**config.mk**
```make
export PLATFORM = sky130hd
export DESIGN_NAME = usart_channel
export DESIGN_NICKNAME = d
export VERILOG_FILES = /design/src/verilog/usart_pkg.sv /design/src/verilog/usart_channel.sv
export SDC_FILE = /design/constraint.sdc
export NUM_CORES = 1
export LEC_CHECK = 0
export BUFFER_PORTS_ARGS = -buffer_cell sky130_fd_sc_hd__buf_2
export CAP_MARGIN = 20
export CORE_AREA = 2 2 154 156
export DETAILED_ROUTE_END_ITERATION = 10
export DIE_AREA = 0 0 156 158
export PLACE_DENSITY_LB_ADDON = 0.15
export SETUP_SLACK_MARGIN = 0.5
export SYNTH_ARGS = -nofsm -noshare
export SYNTH_HDL_FRONTEND = slang
export SYNTH_SLANG_ARGS = --single-unit
```
**constraint.sdc**
```tcl
create_clock -name clk_in -period 7 [get_ports clk_in]
set_clock_uncertainty 0.05 [all_clocks]
set_input_delay 0.7 -clock clk_in [delete_from_list [all_inputs] [get_ports clk_in]]
set_output_delay 0.7 -clock clk_in [all_outputs]
set_load 0.02 [all_outputs]
```
**src/verilog/usart_pkg.sv**
```systemverilog
// Register map, field layout, encodings and state types of the serial channel
package usart_pkg;
    // Register byte offsets
    localparam logic [4:0] OFS_CTRL = 5'h00;
    localparam logic [4:0] OFS_MODE = 5'h04;
    localparam logic [4:0] OFS_BRG = 5'h08;
    localparam logic [4:0] OFS_STAT = 5'h0C;
    localparam logic [4:0] OFS_TXH = 5'h10;
    localparam logic [4:0] OFS_RXH = 5'h14;
    // Command bits of the control register (write-only, write 1 to act)
    localparam int CB_RSTRX = 0;
    localparam int CB_RSTTX = 1;
    localparam int CB_RXEN = 2;
    localparam int CB_RXDIS = 3;
    localparam int CB_TXEN = 4;
    localparam int CB_TXDIS = 5;
    localparam int CB_RSTSTA = 6;
    localparam int CB_SENDADDR = 7;
    localparam int CB_DTREN = 8;
    localparam int CB_DTRDIS = 9;
    // Fields of channel_mode_config
    localparam int MB_FLOW = 0;
    localparam int MB_CLKSEL = 4;
    localparam int MB_CHRL = 6;
    localparam int MB_SYNC = 8;
    localparam int MB_PAR = 9;
    localparam int MB_STOP = 12;
    localparam int MB_CHMODE = 14;
    localparam int MB_MSBF = 16;
    localparam int MB_MODE9 = 17;
    localparam int MB_OVER = 19;
    localparam int MODE_W = 20;
    localparam logic [19:0] MODE_RST = 20'h00000;
    localparam logic [15:0] DIV_RST = 16'h0000;
    // Status register bits
    localparam int SB_RXRDY = 0;
    localparam int SB_TXRDY = 1;
    localparam int SB_OVRE = 5;
    localparam int SB_FRAME = 6;
    localparam int SB_PARE = 7;
    localparam int SB_TXEMPTY = 9;
    localparam int SB_RXADDR = 10;
    localparam int SB_RI = 16;
    localparam int SB_DSR = 17;
    localparam int SB_DCD = 18;
    localparam int SB_CTS = 19;
    // Encodings
    localparam logic [1:0] CLK_MASTER = 2'h0;
    localparam logic [1:0] CLK_DIVIDED = 2'h1;
    localparam logic [1:0] CLK_EXTERNAL = 2'h3;
    localparam logic [2:0] PAR_EVEN = 3'h0;
    localparam logic [2:0] PAR_ODD = 3'h1;
    localparam logic [2:0] PAR_SPACE = 3'h2;
    localparam logic [2:0] PAR_MARK = 3'h3;
    localparam logic [1:0] CHM_NORMAL = 2'h0;
    localparam logic [1:0] CHM_ECHO = 2'h1;
    localparam logic [1:0] CHM_LOCAL = 2'h2;
    localparam logic [1:0] CHM_REMOTE = 2'h3;
    localparam logic [1:0] STOP_ONE_HALF = 2'h1;
    localparam logic [1:0] STOP_TWO = 2'h2;
    localparam int PRESCALE_DIV = 8;
    localparam logic [4:0] OVS_BY16 = 5'h10;
    localparam logic [4:0] OVS_BY8 = 5'h08;
    typedef enum logic [4:0] {
        S_IDLE = 5'h01, S_START = 5'h02, S_DATA = 5'h04, S_PAR = 5'h08, S_STOP = 5'h10
    } frame_state_t;
endpackage

```
**src/verilog/usart_channel.sv**
```systemverilog
// Serial channel: bit-rate generator, framing engine, test modes and Avalon-MM registers
//
// Added by the designer: register access over Avalon-MM and the placing of the registers.
`timescale 1ns/10ps
// What this block does
// - Bit-rate tick feeds both receiver and transmitter
// - Source: master clock, master/8, or pin
// - Sixteen-bit programmable divider from baud_divisor
// - Divisor zero stops output ticks, except in sync mode on the pin clock
// - Divisor one passes source ticks undivided
// - Async: divided tick samples, then /16 or /8
// - Oversample bit one gives x8, else x16
// - Async rate is source/(8(2-over)divisor)
// - Five to nine data bits, 1/1.5/2 stops
// - Even/odd/mark/space/no parity, MSB or LSB first
// - Flag parity, framing and overrun errors
// - Multi-drop address marker sent and detected
// - RTS and CTS handled by hardware
// - Remote loopback, local loopback, automatic echo
// - Missing modem pins make modem bits inert
// - Config writes accepted while engine clock gated
// - Gated engine resumes exactly where stopped
module usart_channel
    import usart_pkg::*;
#(
    parameter int HAS_MODEM = 1,
    parameter int PRE_DIV = PRESCALE_DIV
) (
    input wire logic clk_in,
    input wire logic rst_b_in,
    input wire logic clk_en_in,
    input wire logic [4:0] avs_address_in,
    input wire logic avs_read_in,
    input wire logic avs_write_in,
    input wire logic [31:0] avs_writedata_in,
    output logic [31:0] avs_readdata_out,
    output logic avs_waitrequest_out,
    input wire logic rxd_in,
    input wire logic sck_in,
    input wire logic cts_b_in,
    input wire logic dsr_b_in,
    input wire logic dcd_b_in,
    input wire logic ri_b_in,
    output logic txd_out,
    output logic rts_b_out,
    output logic dtr_b_out
);
    // Position of data bit number idx within the character, honouring bit order
    function automatic logic [3:0] bit_pos(input logic [3:0] nbits, input logic [3:0] idx,
                                           input logic msbf);
        bit_pos = msbf ? 4'(nbits - 4'h1 - idx) : idx;
    endfunction

    function automatic logic par_calc(input logic [8:0] data, input logic [3:0] nbits,
                                      input logic [2:0] par, input logic addr);
        logic [8:0] mask;
        mask = 9'h1FF >> (4'h9 - nbits);
        case (par)
            PAR_EVEN: par_calc = ^(data & mask);
            PAR_ODD: par_calc = ~^(data & mask);
            PAR_SPACE: par_calc = 1'b0;
            PAR_MARK: par_calc = 1'b1;
            default: par_calc = addr;
        endcase
    endfunction

    logic [1:0] rst_s_q;
    logic rst_sync_b;
    logic [4:0] pin_meta_q;
    logic [4:0] pin_s_q;
    logic sck_d_q;
    logic wait_q;
    logic [31:0] rdata_q;
    logic [MODE_W-1:0] mode_q;
    logic [15:0] div_q;
    logic rx_en_q;
    logic tx_en_q;
    logic dtr_q;
    logic acc, wr_ctrl, rd_rxh, wr_txh;
    logic [31:0] status;
    logic [31:0] rd_mux;
    logic [7:0] pre_cnt_q;
    logic [15:0] div_cnt_q;
    logic src_tick, samp_tick;
    logic [4:0] bit_len, half_m1;
    logic [5:0] stop_len;
    logic [3:0] nbits;
    logic [2:0] par_mode;
    logic par_on, multidrop, rx_line, cts_ok;
    frame_state_t tx_st_q, rx_st_q;
    logic [5:0] tx_cnt_q;
    logic [4:0] rx_cnt_q;
    logic [3:0] tx_idx_q, rx_idx_q;
    logic [8:0] thr_q, tx_sh_q, rx_sh_q, rhr_q;
    logic thr_full_q, addr_pend_q, tx_addr_q, tx_line_q;
    logic rx_rdy_q, ovre_q, frame_q, pare_q, rx_addr_q, rx_par_q;
    logic rx_done;

    // Reset release through two flops
    always_ff @(posedge clk_in or negedge rst_b_in) begin
        if (!rst_b_in) begin
            rst_s_q <= 2'b00;
        end else begin
            rst_s_q <= {rst_s_q[0], 1'b1};
        end
    end
    assign rst_sync_b = rst_s_q[1];

    // Pin synchronisers: rxd, sck, cts, dsr/dcd/ri packed as one vector
    always_ff @(posedge clk_in or negedge rst_sync_b) begin
        if (!rst_sync_b) begin
            pin_meta_q <= 5'h1F;
            pin_s_q <= 5'h1F;
            sck_d_q <= 1'b1;
        end else begin
            pin_meta_q <= {ri_b_in & dcd_b_in & dsr_b_in, cts_b_in, sck_in, rxd_in, 1'b1};
            pin_s_q <= pin_meta_q;
            sck_d_q <= pin_s_q[2];
        end
    end

    // Avalon slave: every request waits exactly one cycle, then completes
    assign acc = (avs_read_in | avs_write_in) & ~wait_q;
    assign wr_ctrl = acc & avs_write_in & (avs_address_in == OFS_CTRL);
    assign wr_txh = acc & avs_write_in & (avs_address_in == OFS_TXH);
    assign rd_rxh = acc & avs_read_in & (avs_address_in == OFS_RXH);

    always_comb begin
        status = 32'h00000000;
        status[SB_RXRDY] = rx_rdy_q;
        status[SB_TXRDY] = tx_en_q & ~thr_full_q;
        status[SB_OVRE] = ovre_q;
        status[SB_FRAME] = frame_q;
        status[SB_PARE] = pare_q;
        status[SB_TXEMPTY] = tx_en_q & ~thr_full_q & (tx_st_q == S_IDLE);
        status[SB_RXADDR] = rx_addr_q;
        status[SB_CTS] = ~pin_s_q[3];
        // Modem status reads zero on instances without those pins
        status[SB_RI] = (HAS_MODEM != 0) & ~pin_s_q[4];
        status[SB_DSR] = (HAS_MODEM != 0) & ~pin_s_q[4];
        status[SB_DCD] = (HAS_MODEM != 0) & ~pin_s_q[4];
        case (avs_address_in)
            OFS_MODE: rd_mux = {{(32 - MODE_W){1'b0}}, mode_q};
            OFS_BRG: rd_mux = {16'h0000, div_q};
            OFS_STAT: rd_mux = status;
            OFS_RXH: rd_mux = {23'h000000, rhr_q};
            default: rd_mux = 32'h00000000;
        endcase
    end

    always_ff @(posedge clk_in or negedge rst_sync_b) begin
        if (!rst_sync_b) begin
            wait_q <= 1'b1;
            rdata_q <= 32'h00000000;
        end else begin
            wait_q <= ~((avs_read_in | avs_write_in) & wait_q);
            if ((avs_read_in | avs_write_in) & wait_q) begin
                rdata_q <= rd_mux;
            end
        end
    end
    assign avs_readdata_out = rdata_q;
    assign avs_waitrequest_out = wait_q;

    // Configuration is written on the bus clock, not the gated engine enable
    always_ff @(posedge clk_in or negedge rst_sync_b) begin
        if (!rst_sync_b) begin
            mode_q <= MODE_RST;
            div_q <= DIV_RST;
        end else if (acc & avs_write_in) begin
            if (avs_address_in == OFS_MODE) begin
                mode_q <= avs_writedata_in[MODE_W-1:0];
            end
            if (avs_address_in == OFS_BRG) begin
                div_q <= avs_writedata_in[15:0];
            end
        end
    end

    always_ff @(posedge clk_in or negedge rst_sync_b) begin
        if (!rst_sync_b) begin
            rx_en_q <= 1'b0;
            tx_en_q <= 1'b0;
            dtr_q <= 1'b0;
        end else if (wr_ctrl) begin
            // Disable wins when both bits are written together
            if (avs_writedata_in[CB_RXDIS] | avs_writedata_in[CB_RSTRX]) begin
                rx_en_q <= 1'b0;
            end else if (avs_writedata_in[CB_RXEN]) begin
                rx_en_q <= 1'b1;
            end
            if (avs_writedata_in[CB_TXDIS] | avs_writedata_in[CB_RSTTX]) begin
                tx_en_q <= 1'b0;
            end else if (avs_writedata_in[CB_TXEN]) begin
                tx_en_q <= 1'b1;
            end
            if (avs_writedata_in[CB_DTRDIS]) begin
                dtr_q <= 1'b0;
            end else if (avs_writedata_in[CB_DTREN]) begin
                dtr_q <= 1'b1;
            end
        end
    end

    // Mode decode
    assign nbits = mode_q[MB_MODE9] ? 4'h9 : 4'(mode_q[MB_CHRL+:2] + 2'h1) + 4'h4;
    assign par_mode = mode_q[MB_PAR+:3];
    assign par_on = (par_mode[2:1] != 2'b10);
    assign multidrop = (par_mode[2:1] == 2'b11);
    assign bit_len = mode_q[MB_SYNC] ? 5'h01 : (mode_q[MB_OVER] ? OVS_BY8 : OVS_BY16);
    assign half_m1 = (bit_len == 5'h01) ? 5'h00 : 5'((bit_len >> 1) - 5'h01);
    always_comb begin
        case (mode_q[MB_STOP+:2])
            STOP_ONE_HALF: stop_len = 6'(bit_len) + 6'(bit_len >> 1);
            STOP_TWO: stop_len = 6'(bit_len) << 1;
            default: stop_len = 6'(bit_len);
        endcase
    end

    // Source selection; the engine only advances while clk_en_in is high
    always_comb begin
        case (mode_q[MB_CLKSEL+:2])
            CLK_DIVIDED: src_tick = clk_en_in & (pre_cnt_q == 8'(PRE_DIV - 1));
            CLK_EXTERNAL: src_tick = clk_en_in & pin_s_q[2] & ~sck_d_q;
            default: src_tick = clk_en_in;
        endcase
    end

    always_ff @(posedge clk_in or negedge rst_sync_b) begin
        if (!rst_sync_b) begin
            pre_cnt_q <= 8'h00;
            div_cnt_q <= 16'h0000;
        end else if (clk_en_in) begin
            pre_cnt_q <= (pre_cnt_q == 8'(PRE_DIV - 1)) ? 8'h00 : pre_cnt_q + 8'h01;
            if (src_tick) begin
                div_cnt_q <= (div_cnt_q >= div_q - 16'h0001) ? 16'h0000 : div_cnt_q + 16'h0001;
            end
        end
    end

    // Sync mode with pin clock ignores the divisor; zero divisor yields nothing
    always_comb begin
        if (mode_q[MB_SYNC] && mode_q[MB_CLKSEL+:2] == CLK_EXTERNAL) begin
            samp_tick = src_tick;
        end else if (div_q == 16'h0000) begin
            samp_tick = 1'b0;
        end else if (div_q == 16'h0001) begin
            samp_tick = src_tick;
        end else begin
            samp_tick = src_tick & (div_cnt_q >= div_q - 16'h0001);
        end
    end

    // Flow control: a held-off CTS delays the next character, never cuts one short
    assign cts_ok = ~mode_q[MB_FLOW] | ~pin_s_q[3];

    // Transmitter: one bit lasts bit_len sample ticks
    always_ff @(posedge clk_in or negedge rst_sync_b) begin
        if (!rst_sync_b) begin
            tx_st_q <= S_IDLE;
            tx_cnt_q <= 6'h00;
            tx_idx_q <= 4'h0;
            thr_q <= 9'h000;
            tx_sh_q <= 9'h000;
            thr_full_q <= 1'b0;
            addr_pend_q <= 1'b0;
            tx_addr_q <= 1'b0;
            tx_line_q <= 1'b1;
        end else if (wr_ctrl & avs_writedata_in[CB_RSTTX]) begin
            tx_st_q <= S_IDLE;
            thr_full_q <= 1'b0;
            addr_pend_q <= 1'b0;
            tx_line_q <= 1'b1;
        end else begin
            if (wr_ctrl & avs_writedata_in[CB_SENDADDR]) begin
                addr_pend_q <= 1'b1;
            end
            // A write while the holding register is full is dropped
            if (wr_txh & tx_en_q & ~thr_full_q) begin
                thr_q <= avs_writedata_in[8:0];
                thr_full_q <= 1'b1;
            end
            if (samp_tick) begin
                case (tx_st_q)
                    S_IDLE: begin
                        if (thr_full_q & cts_ok) begin
                            tx_sh_q <= thr_q;
                            tx_addr_q <= addr_pend_q;
                            // A send-address command in the load cycle marks the next character
                            addr_pend_q <= wr_ctrl & avs_writedata_in[CB_SENDADDR];
                            thr_full_q <= 1'b0;
                            tx_line_q <= 1'b0;
                            tx_cnt_q <= 6'h00;
                            tx_st_q <= S_START;
                        end
                    end
                    S_START, S_DATA, S_PAR: begin
                        if (tx_cnt_q == 6'(bit_len - 5'h01)) begin
                            tx_cnt_q <= 6'h00;
                            if (tx_st_q == S_START) begin
                                tx_idx_q <= 4'h1;
                                tx_line_q <= tx_sh_q[bit_pos(nbits, 4'h0, mode_q[MB_MSBF])];
                                tx_st_q <= S_DATA;
                            end else if (tx_st_q == S_DATA && tx_idx_q != nbits) begin
                                tx_idx_q <= tx_idx_q + 4'h1;
                                tx_line_q <= tx_sh_q[bit_pos(nbits, tx_idx_q, mode_q[MB_MSBF])];
                            end else if (tx_st_q == S_DATA && par_on) begin
                                tx_line_q <= par_calc(tx_sh_q, nbits, par_mode, tx_addr_q);
                                tx_st_q <= S_PAR;
                            end else begin
                                tx_line_q <= 1'b1;
                                tx_st_q <= S_STOP;
                            end
                        end else begin
                            tx_cnt_q <= tx_cnt_q + 6'h01;
                        end
                    end
                    S_STOP: begin
                        if (tx_cnt_q == stop_len - 6'h01) begin
                            tx_cnt_q <= 6'h00;
                            tx_st_q <= S_IDLE;
                        end else begin
                            tx_cnt_q <= tx_cnt_q + 6'h01;
                        end
                    end
                    default: tx_st_q <= S_IDLE;
                endcase
            end
        end
    end

    // Receiver input per test mode; remote loopback disconnects the receiver
    always_comb begin
        case (mode_q[MB_CHMODE+:2])
            CHM_LOCAL: rx_line = tx_line_q;
            CHM_REMOTE: rx_line = 1'b1;
            default: rx_line = pin_s_q[1];
        endcase
    end

    assign rx_done = samp_tick & (rx_st_q == S_STOP) & (rx_cnt_q == bit_len - 5'h01);

    // Receiver: start confirmed at mid bit, then one sample per bit
    always_ff @(posedge clk_in or negedge rst_sync_b) begin
        if (!rst_sync_b) begin
            rx_st_q <= S_IDLE;
            rx_cnt_q <= 5'h00;
            rx_idx_q <= 4'h0;
            rx_sh_q <= 9'h000;
            rx_par_q <= 1'b0;
        end else if (wr_ctrl & avs_writedata_in[CB_RSTRX]) begin
            rx_st_q <= S_IDLE;
        end else if (samp_tick) begin
            case (rx_st_q)
                S_IDLE: begin
                    if (rx_en_q & ~rx_line) begin
                        rx_cnt_q <= 5'h00;
                        rx_sh_q <= 9'h000;
                        rx_idx_q <= 4'h0;
                        rx_st_q <= S_START;
                    end
                end
                S_START: begin
                    if (rx_cnt_q == half_m1) begin
                        rx_cnt_q <= 5'h00;
                        rx_st_q <= rx_line ? S_IDLE : S_DATA;
                    end else begin
                        rx_cnt_q <= rx_cnt_q + 5'h01;
                    end
                end
                S_DATA, S_PAR, S_STOP: begin
                    if (rx_cnt_q == bit_len - 5'h01) begin
                        rx_cnt_q <= 5'h00;
                        if (rx_st_q == S_DATA) begin
                            rx_sh_q[bit_pos(nbits, rx_idx_q, mode_q[MB_MSBF])] <= rx_line;
                            rx_idx_q <= rx_idx_q + 4'h1;
                            if (rx_idx_q == nbits - 4'h1) begin
                                rx_st_q <= par_on ? S_PAR : S_STOP;
                            end
                        end else if (rx_st_q == S_PAR) begin
                            rx_par_q <= rx_line;
                            rx_st_q <= S_STOP;
                        end else begin
                            rx_st_q <= S_IDLE;
                        end
                    end else begin
                        rx_cnt_q <= rx_cnt_q + 5'h01;
                    end
                end
                default: rx_st_q <= S_IDLE;
            endcase
        end
    end

    // Receive status: a new event in the clearing cycle keeps its flag set
    always_ff @(posedge clk_in or negedge rst_sync_b) begin
        if (!rst_sync_b) begin
            rhr_q <= 9'h000;
            rx_rdy_q <= 1'b0;
            ovre_q <= 1'b0;
            frame_q <= 1'b0;
            pare_q <= 1'b0;
            rx_addr_q <= 1'b0;
        end else begin
            if (rx_done) begin
                rhr_q <= rx_sh_q;
                rx_rdy_q <= 1'b1;
            end else if (rd_rxh | (wr_ctrl & avs_writedata_in[CB_RSTRX])) begin
                rx_rdy_q <= 1'b0;
            end
            if (wr_ctrl & avs_writedata_in[CB_RSTSTA]) begin
                ovre_q <= 1'b0;
                frame_q <= 1'b0;
                pare_q <= 1'b0;
                rx_addr_q <= 1'b0;
            end
            if (rx_done & rx_rdy_q & ~rd_rxh) begin
                ovre_q <= 1'b1;
            end
            if (rx_done & ~rx_line) begin
                frame_q <= 1'b1;
            end
            if (rx_done & par_on & ~multidrop &
                (rx_par_q != par_calc(rx_sh_q, nbits, par_mode, 1'b0))) begin
                pare_q <= 1'b1;
            end
            if (rx_done & multidrop & rx_par_q) begin
                rx_addr_q <= 1'b1;
            end
        end
    end

    // Output pins, each from a flop
    always_ff @(posedge clk_in or negedge rst_sync_b) begin
        if (!rst_sync_b) begin
            txd_out <= 1'b1;
            rts_b_out <= 1'b1;
            dtr_b_out <= 1'b1;
        end else begin
            case (mode_q[MB_CHMODE+:2])
                CHM_ECHO, CHM_REMOTE: txd_out <= pin_s_q[1];
                CHM_LOCAL: txd_out <= 1'b1;
                default: txd_out <= tx_line_q;
            endcase
            // Deasserted while a character waits unread, so the far end holds off
            rts_b_out <= mode_q[MB_FLOW] ? ~(rx_en_q & ~rx_rdy_q) : 1'b0;
            dtr_b_out <= (HAS_MODEM != 0) ? ~dtr_q : 1'b1;
        end
    end
endmodule

```
==> run_results.csv <==
group,metric,value,unit
synth,yosys-top-cells-area,"dfrtp_1, mux2_2, ha_1",
synth,yosys_warnings,0,
setup_path,timing.rr.end,"rhr_q[2]",
routing,wire_per_inst,18.3,um
sta,slew_headroom,29.0,%
sta,finalCritPeriodShare,67.9,%
setup_path,r2r-start,"div_q[3]",
synth,synthCells,1043,
global_route,grt_pass1_wl,41300,um
global_route,grt_pass1_vias,7536,
global_route,globalRouteTotalUtil,21.6,%
sta,setup_violations,0,
min_path,hold_class,"register to asynchronous set/reset pin",
floorplanning,die_w,156,um
cts,cts_tree,"yes",
floorplanning,die_h,158,um
sta,worstMarginPinSlew,1.07,ns
global_route,grt_max_degree,72,
cts,cts_max_level,4,
routing,drt_iter0_markers,598,
floorplanning,floorplan.initialDensity,44.0,%
cells_and_area,antenna_cells,0,
cts,cts_buffers,17,
cts,cts_root_buf,"clkbuf_16",
routing,drt_wl_total,25500,um
floorplanning,io_pins,84,
cts,post_cts_buffers,0,
placement,place_inst,1362,
setup_path,cp_max_fo,19,
outcome,status,"finished, final reports clean",
synth,synth.most_common_cell,"dfrtp_1",
cells_and_area,area_delta_synth_final,11.4,%
setup_path,reg2reg_depth,16,
sta,finalMaxSlewViolations,0,
synth,ys.flop_type,"dfrtp_1",
synth,ys_ff_latch,173,
setup_path,crit_start,"div_q[3]",
setup_path,cp_slowest_stage_delay,0.65,ns
cells_and_area,fin_nets,1185,
global_route,grt_remaining_overflow,0,
cells_and_area,finalInstanceArea,11300,sq um
setup_path,critPathLaunchType,"register",
placement,io_buffers,59,
synth,synth_common_cells,"dfrtp_1, nand2_1, o21ai_0",
placement,gp_congestion,0.863,
setup_path,cp.required,7.27,ns
power_and_ir_drop,power_density,278,nW/um^2
setup_path,critPathCaptureType,"register",
floorplanning,dieArea,24600,sq um
cells_and_area,layout-drive-gt1-share,18.5,%
floorplanning,coreArea,23100,sq um
cts,cts_num_sinks,173,
setup_path,cpMaxStageDelayCell,"or3_1",
cts,cts.path.max_buffers,2,
sta,hold_violations,0,
synth,synth_area_per_cell,9.73,sq um
routing,vias,7903,
placement,place_area,10700,sq um
floorplanning,rows,56,
sta,period_needed,4.75,ns
synth,synth-edff-count,0,
synth,ys_seq_area_share,42.8,%
cts,clkTransAtPathRegs,0.08,ns
placement,dp_hpwl,18900,um
synth,netlist-cell-type-count,80,
global_route,antenna_found_initial,0,
job,cap_violations,0,
routing,dr.pass1.iters,5,
synth,synth_top_area_share,38.7,%
setup_path,reg2reg_slack,2.25,ns
power_and_ir_drop,total_power,0.00314,W
routing,drc,0,
synth,async_flop_share,100,%
sta,setup_tns,0,ns
cts,clock_latency,0.43,ns
cells_and_area,nFillCells,2157,
setup_path,crit_type,"register to register",
sta,max_freq,0.210,GHz
synth,syn_area,10200,sq um
synth,yosys.area.top_type,"dfrtp_1",
sta,grt_setup_unrepaired,"false",
routing,viasPerCell,5.66,
setup_path,cp_cell_sequence,"nor3_1 > nand2b_1 > nor3_1 > nand2_1 > nor4_1 > xnor2_1 > ha_1 > a21oi_1 > o21ai_0 > a41o_1 > a21oi_1 > a31oi_1 > buf_4 > o21ai_4 > or3_1 > mux2_2",
setup_path,crit_arrival,5.03,ns
power_and_ir_drop,leakage,5.11,nW
routing,ant_nets,0,
power_and_ir_drop,ir_drop,0.154,mV
cells_and_area,layoutNonFillerInstCount,1396,
-- logic make-up (layout without fill, tap and decap cells) --
logic type	after synthesis	after routing	synth area share (%)
DFF	173	173	42.8
adders and majority gates	44	44	5.57
buffers and inverters	96	148	4.28
xor gates and xnor gates	57	57	5.05
and+or+nand+nor	341	341	17.0
other	2	13	0.0740
AOI/OAI and AO/OA	245	245	15.6
muxes	85	85	9.58
-- where the power goes --
group          total, W  switching, W  leakage (nW)  internal (W)
sequential      0.00127      0.000158          2.25       0.00112
clock          0.000975      0.000484         0.297      0.000491
combinational  0.000893      0.000532          2.56      0.000361
total           0.00314       0.00117          5.11       0.00197
-- sequential cells by signal, summed over array words and instances (netlist names), 2 cells and up --
| name | cells |
|---|---|
| avs_readdata_out | 20 |
| mode_q | 20 |
| div_cnt_q | 16 |
| div_q | 16 |
| rhr_q | 9 |
| rx_sh_q | 9 |
| thr_q | 9 |
| tx_sh_q | 9 |
| pre_cnt_q | 8 |
| tx_cnt_q | 6 |
| rx_cnt_q | 5 |
| rx_st_q | 5 |
| tx_st_q | 5 |
| pin_meta_q | 4 |
| pin_s_q | 4 |
| rx_idx_q | 4 |
| tx_idx_q | 4 |
| rst_s_q | 2 |
-- layout make-up --
cell class | instances | area [sq um] | area share, %
inverters | 46 | 173 | 1.53
flip-flops and latches | 173 | 4350 | 38.5
multi-input cells | 785 | 5430 | 48.0
well taps | 290 | 363 | 3.21
clock buffers | 17 | 425 | 3.76
repair buffers | 70 | 380 | 3.36
clock inverters | 15 | 188 | 1.66
-- worst max path at each step --
stage,endpoint,slack [ns]
2_1_floorplan,addr_pend_q,1.80
3_3_place_gp,rhr_q[2],2.34
3_5_place_dp,rhr_q[2],2.29
4_1_cts,rhr_q[2],2.25
5_1_grt,rhr_q[2],1.83
6_report,rhr_q[2],2.25
-- timing repair --
item / in CTS / in global routing
hold buffers: 1 / 0
resized for setup: 0 / 0
setup endpoints to repair: 0 / 0
endpoints found under the hold margin: 2 / 0
-- critical path: cells and delay by family (launching register included) --
family,cells,cell delay [ns]
adder cells (fa/ha/maj),1,0.28
multiplexers,1,0.42
flip-flops,1,0.44
buffers and inverters,1,0.19
XOR/XNOR,1,0.17
AND/OR/NAND/NOR,6,1.93
AO/OA/AOI/OAI,6,1.14
-- through the flow --
| step | util (%) | worst slack [ns] | hold WS, ns |
|---|---|---|---|
| 2_1_floorplan | - | 1.80 | 0.281 |
| 3_3_place_gp | 46.3 | 2.34 | 0.228 |
| 3_5_place_dp | 46.3 | 2.29 | 0.231 |
| 4_1_cts | 49.0 | 2.25 | 0.242 |
| 5_1_grt | 49.1 | 1.83 | 0.258 |
| 6_report | 49.1 | 2.25 | 0.211 |
-- placed cells by master (no fill, tap or decap), types with 6 or more instances in the layout --
cell         n
a21boi_0     7
a21o_1       8
a21oi_1     46
a221oi_1     8
a22oi_1      6
a31oi_1     13
and2_1       8
and3_1      12
buf_2       59
buf_4        9
clkbuf_16   17
conb_1      13
dfrtp_1    156
dfstp_2     16
ha_1        42
inv_1       46
inv_8        8
mux2_2      57
mux2i_1     21
nand2_1     92
nand2b_1    19
nand3_1     44
nand4_1      8
nand4b_1     6
nor2_1      73
nor2b_1      7
nor3_1      20
nor4_1       9
o211ai_1     6
o21a_1       8
o21ai_0     89
o31ai_1      9
or3_1        8
xnor2_1     36
xor2_1      20
-- routing by layer --
metal	vias to the layer above	part of all wire (%)	GRT usage, %	wire length, um
met5	-	0	0	0
li1	3828	-	-	-
met2	159	44	33.5	11300
met1	3887	50	31.7	12900
met3	29	3.7	3.07	951
met4	0	1.5	6.03	388
(Power assumes the default switching activity.)
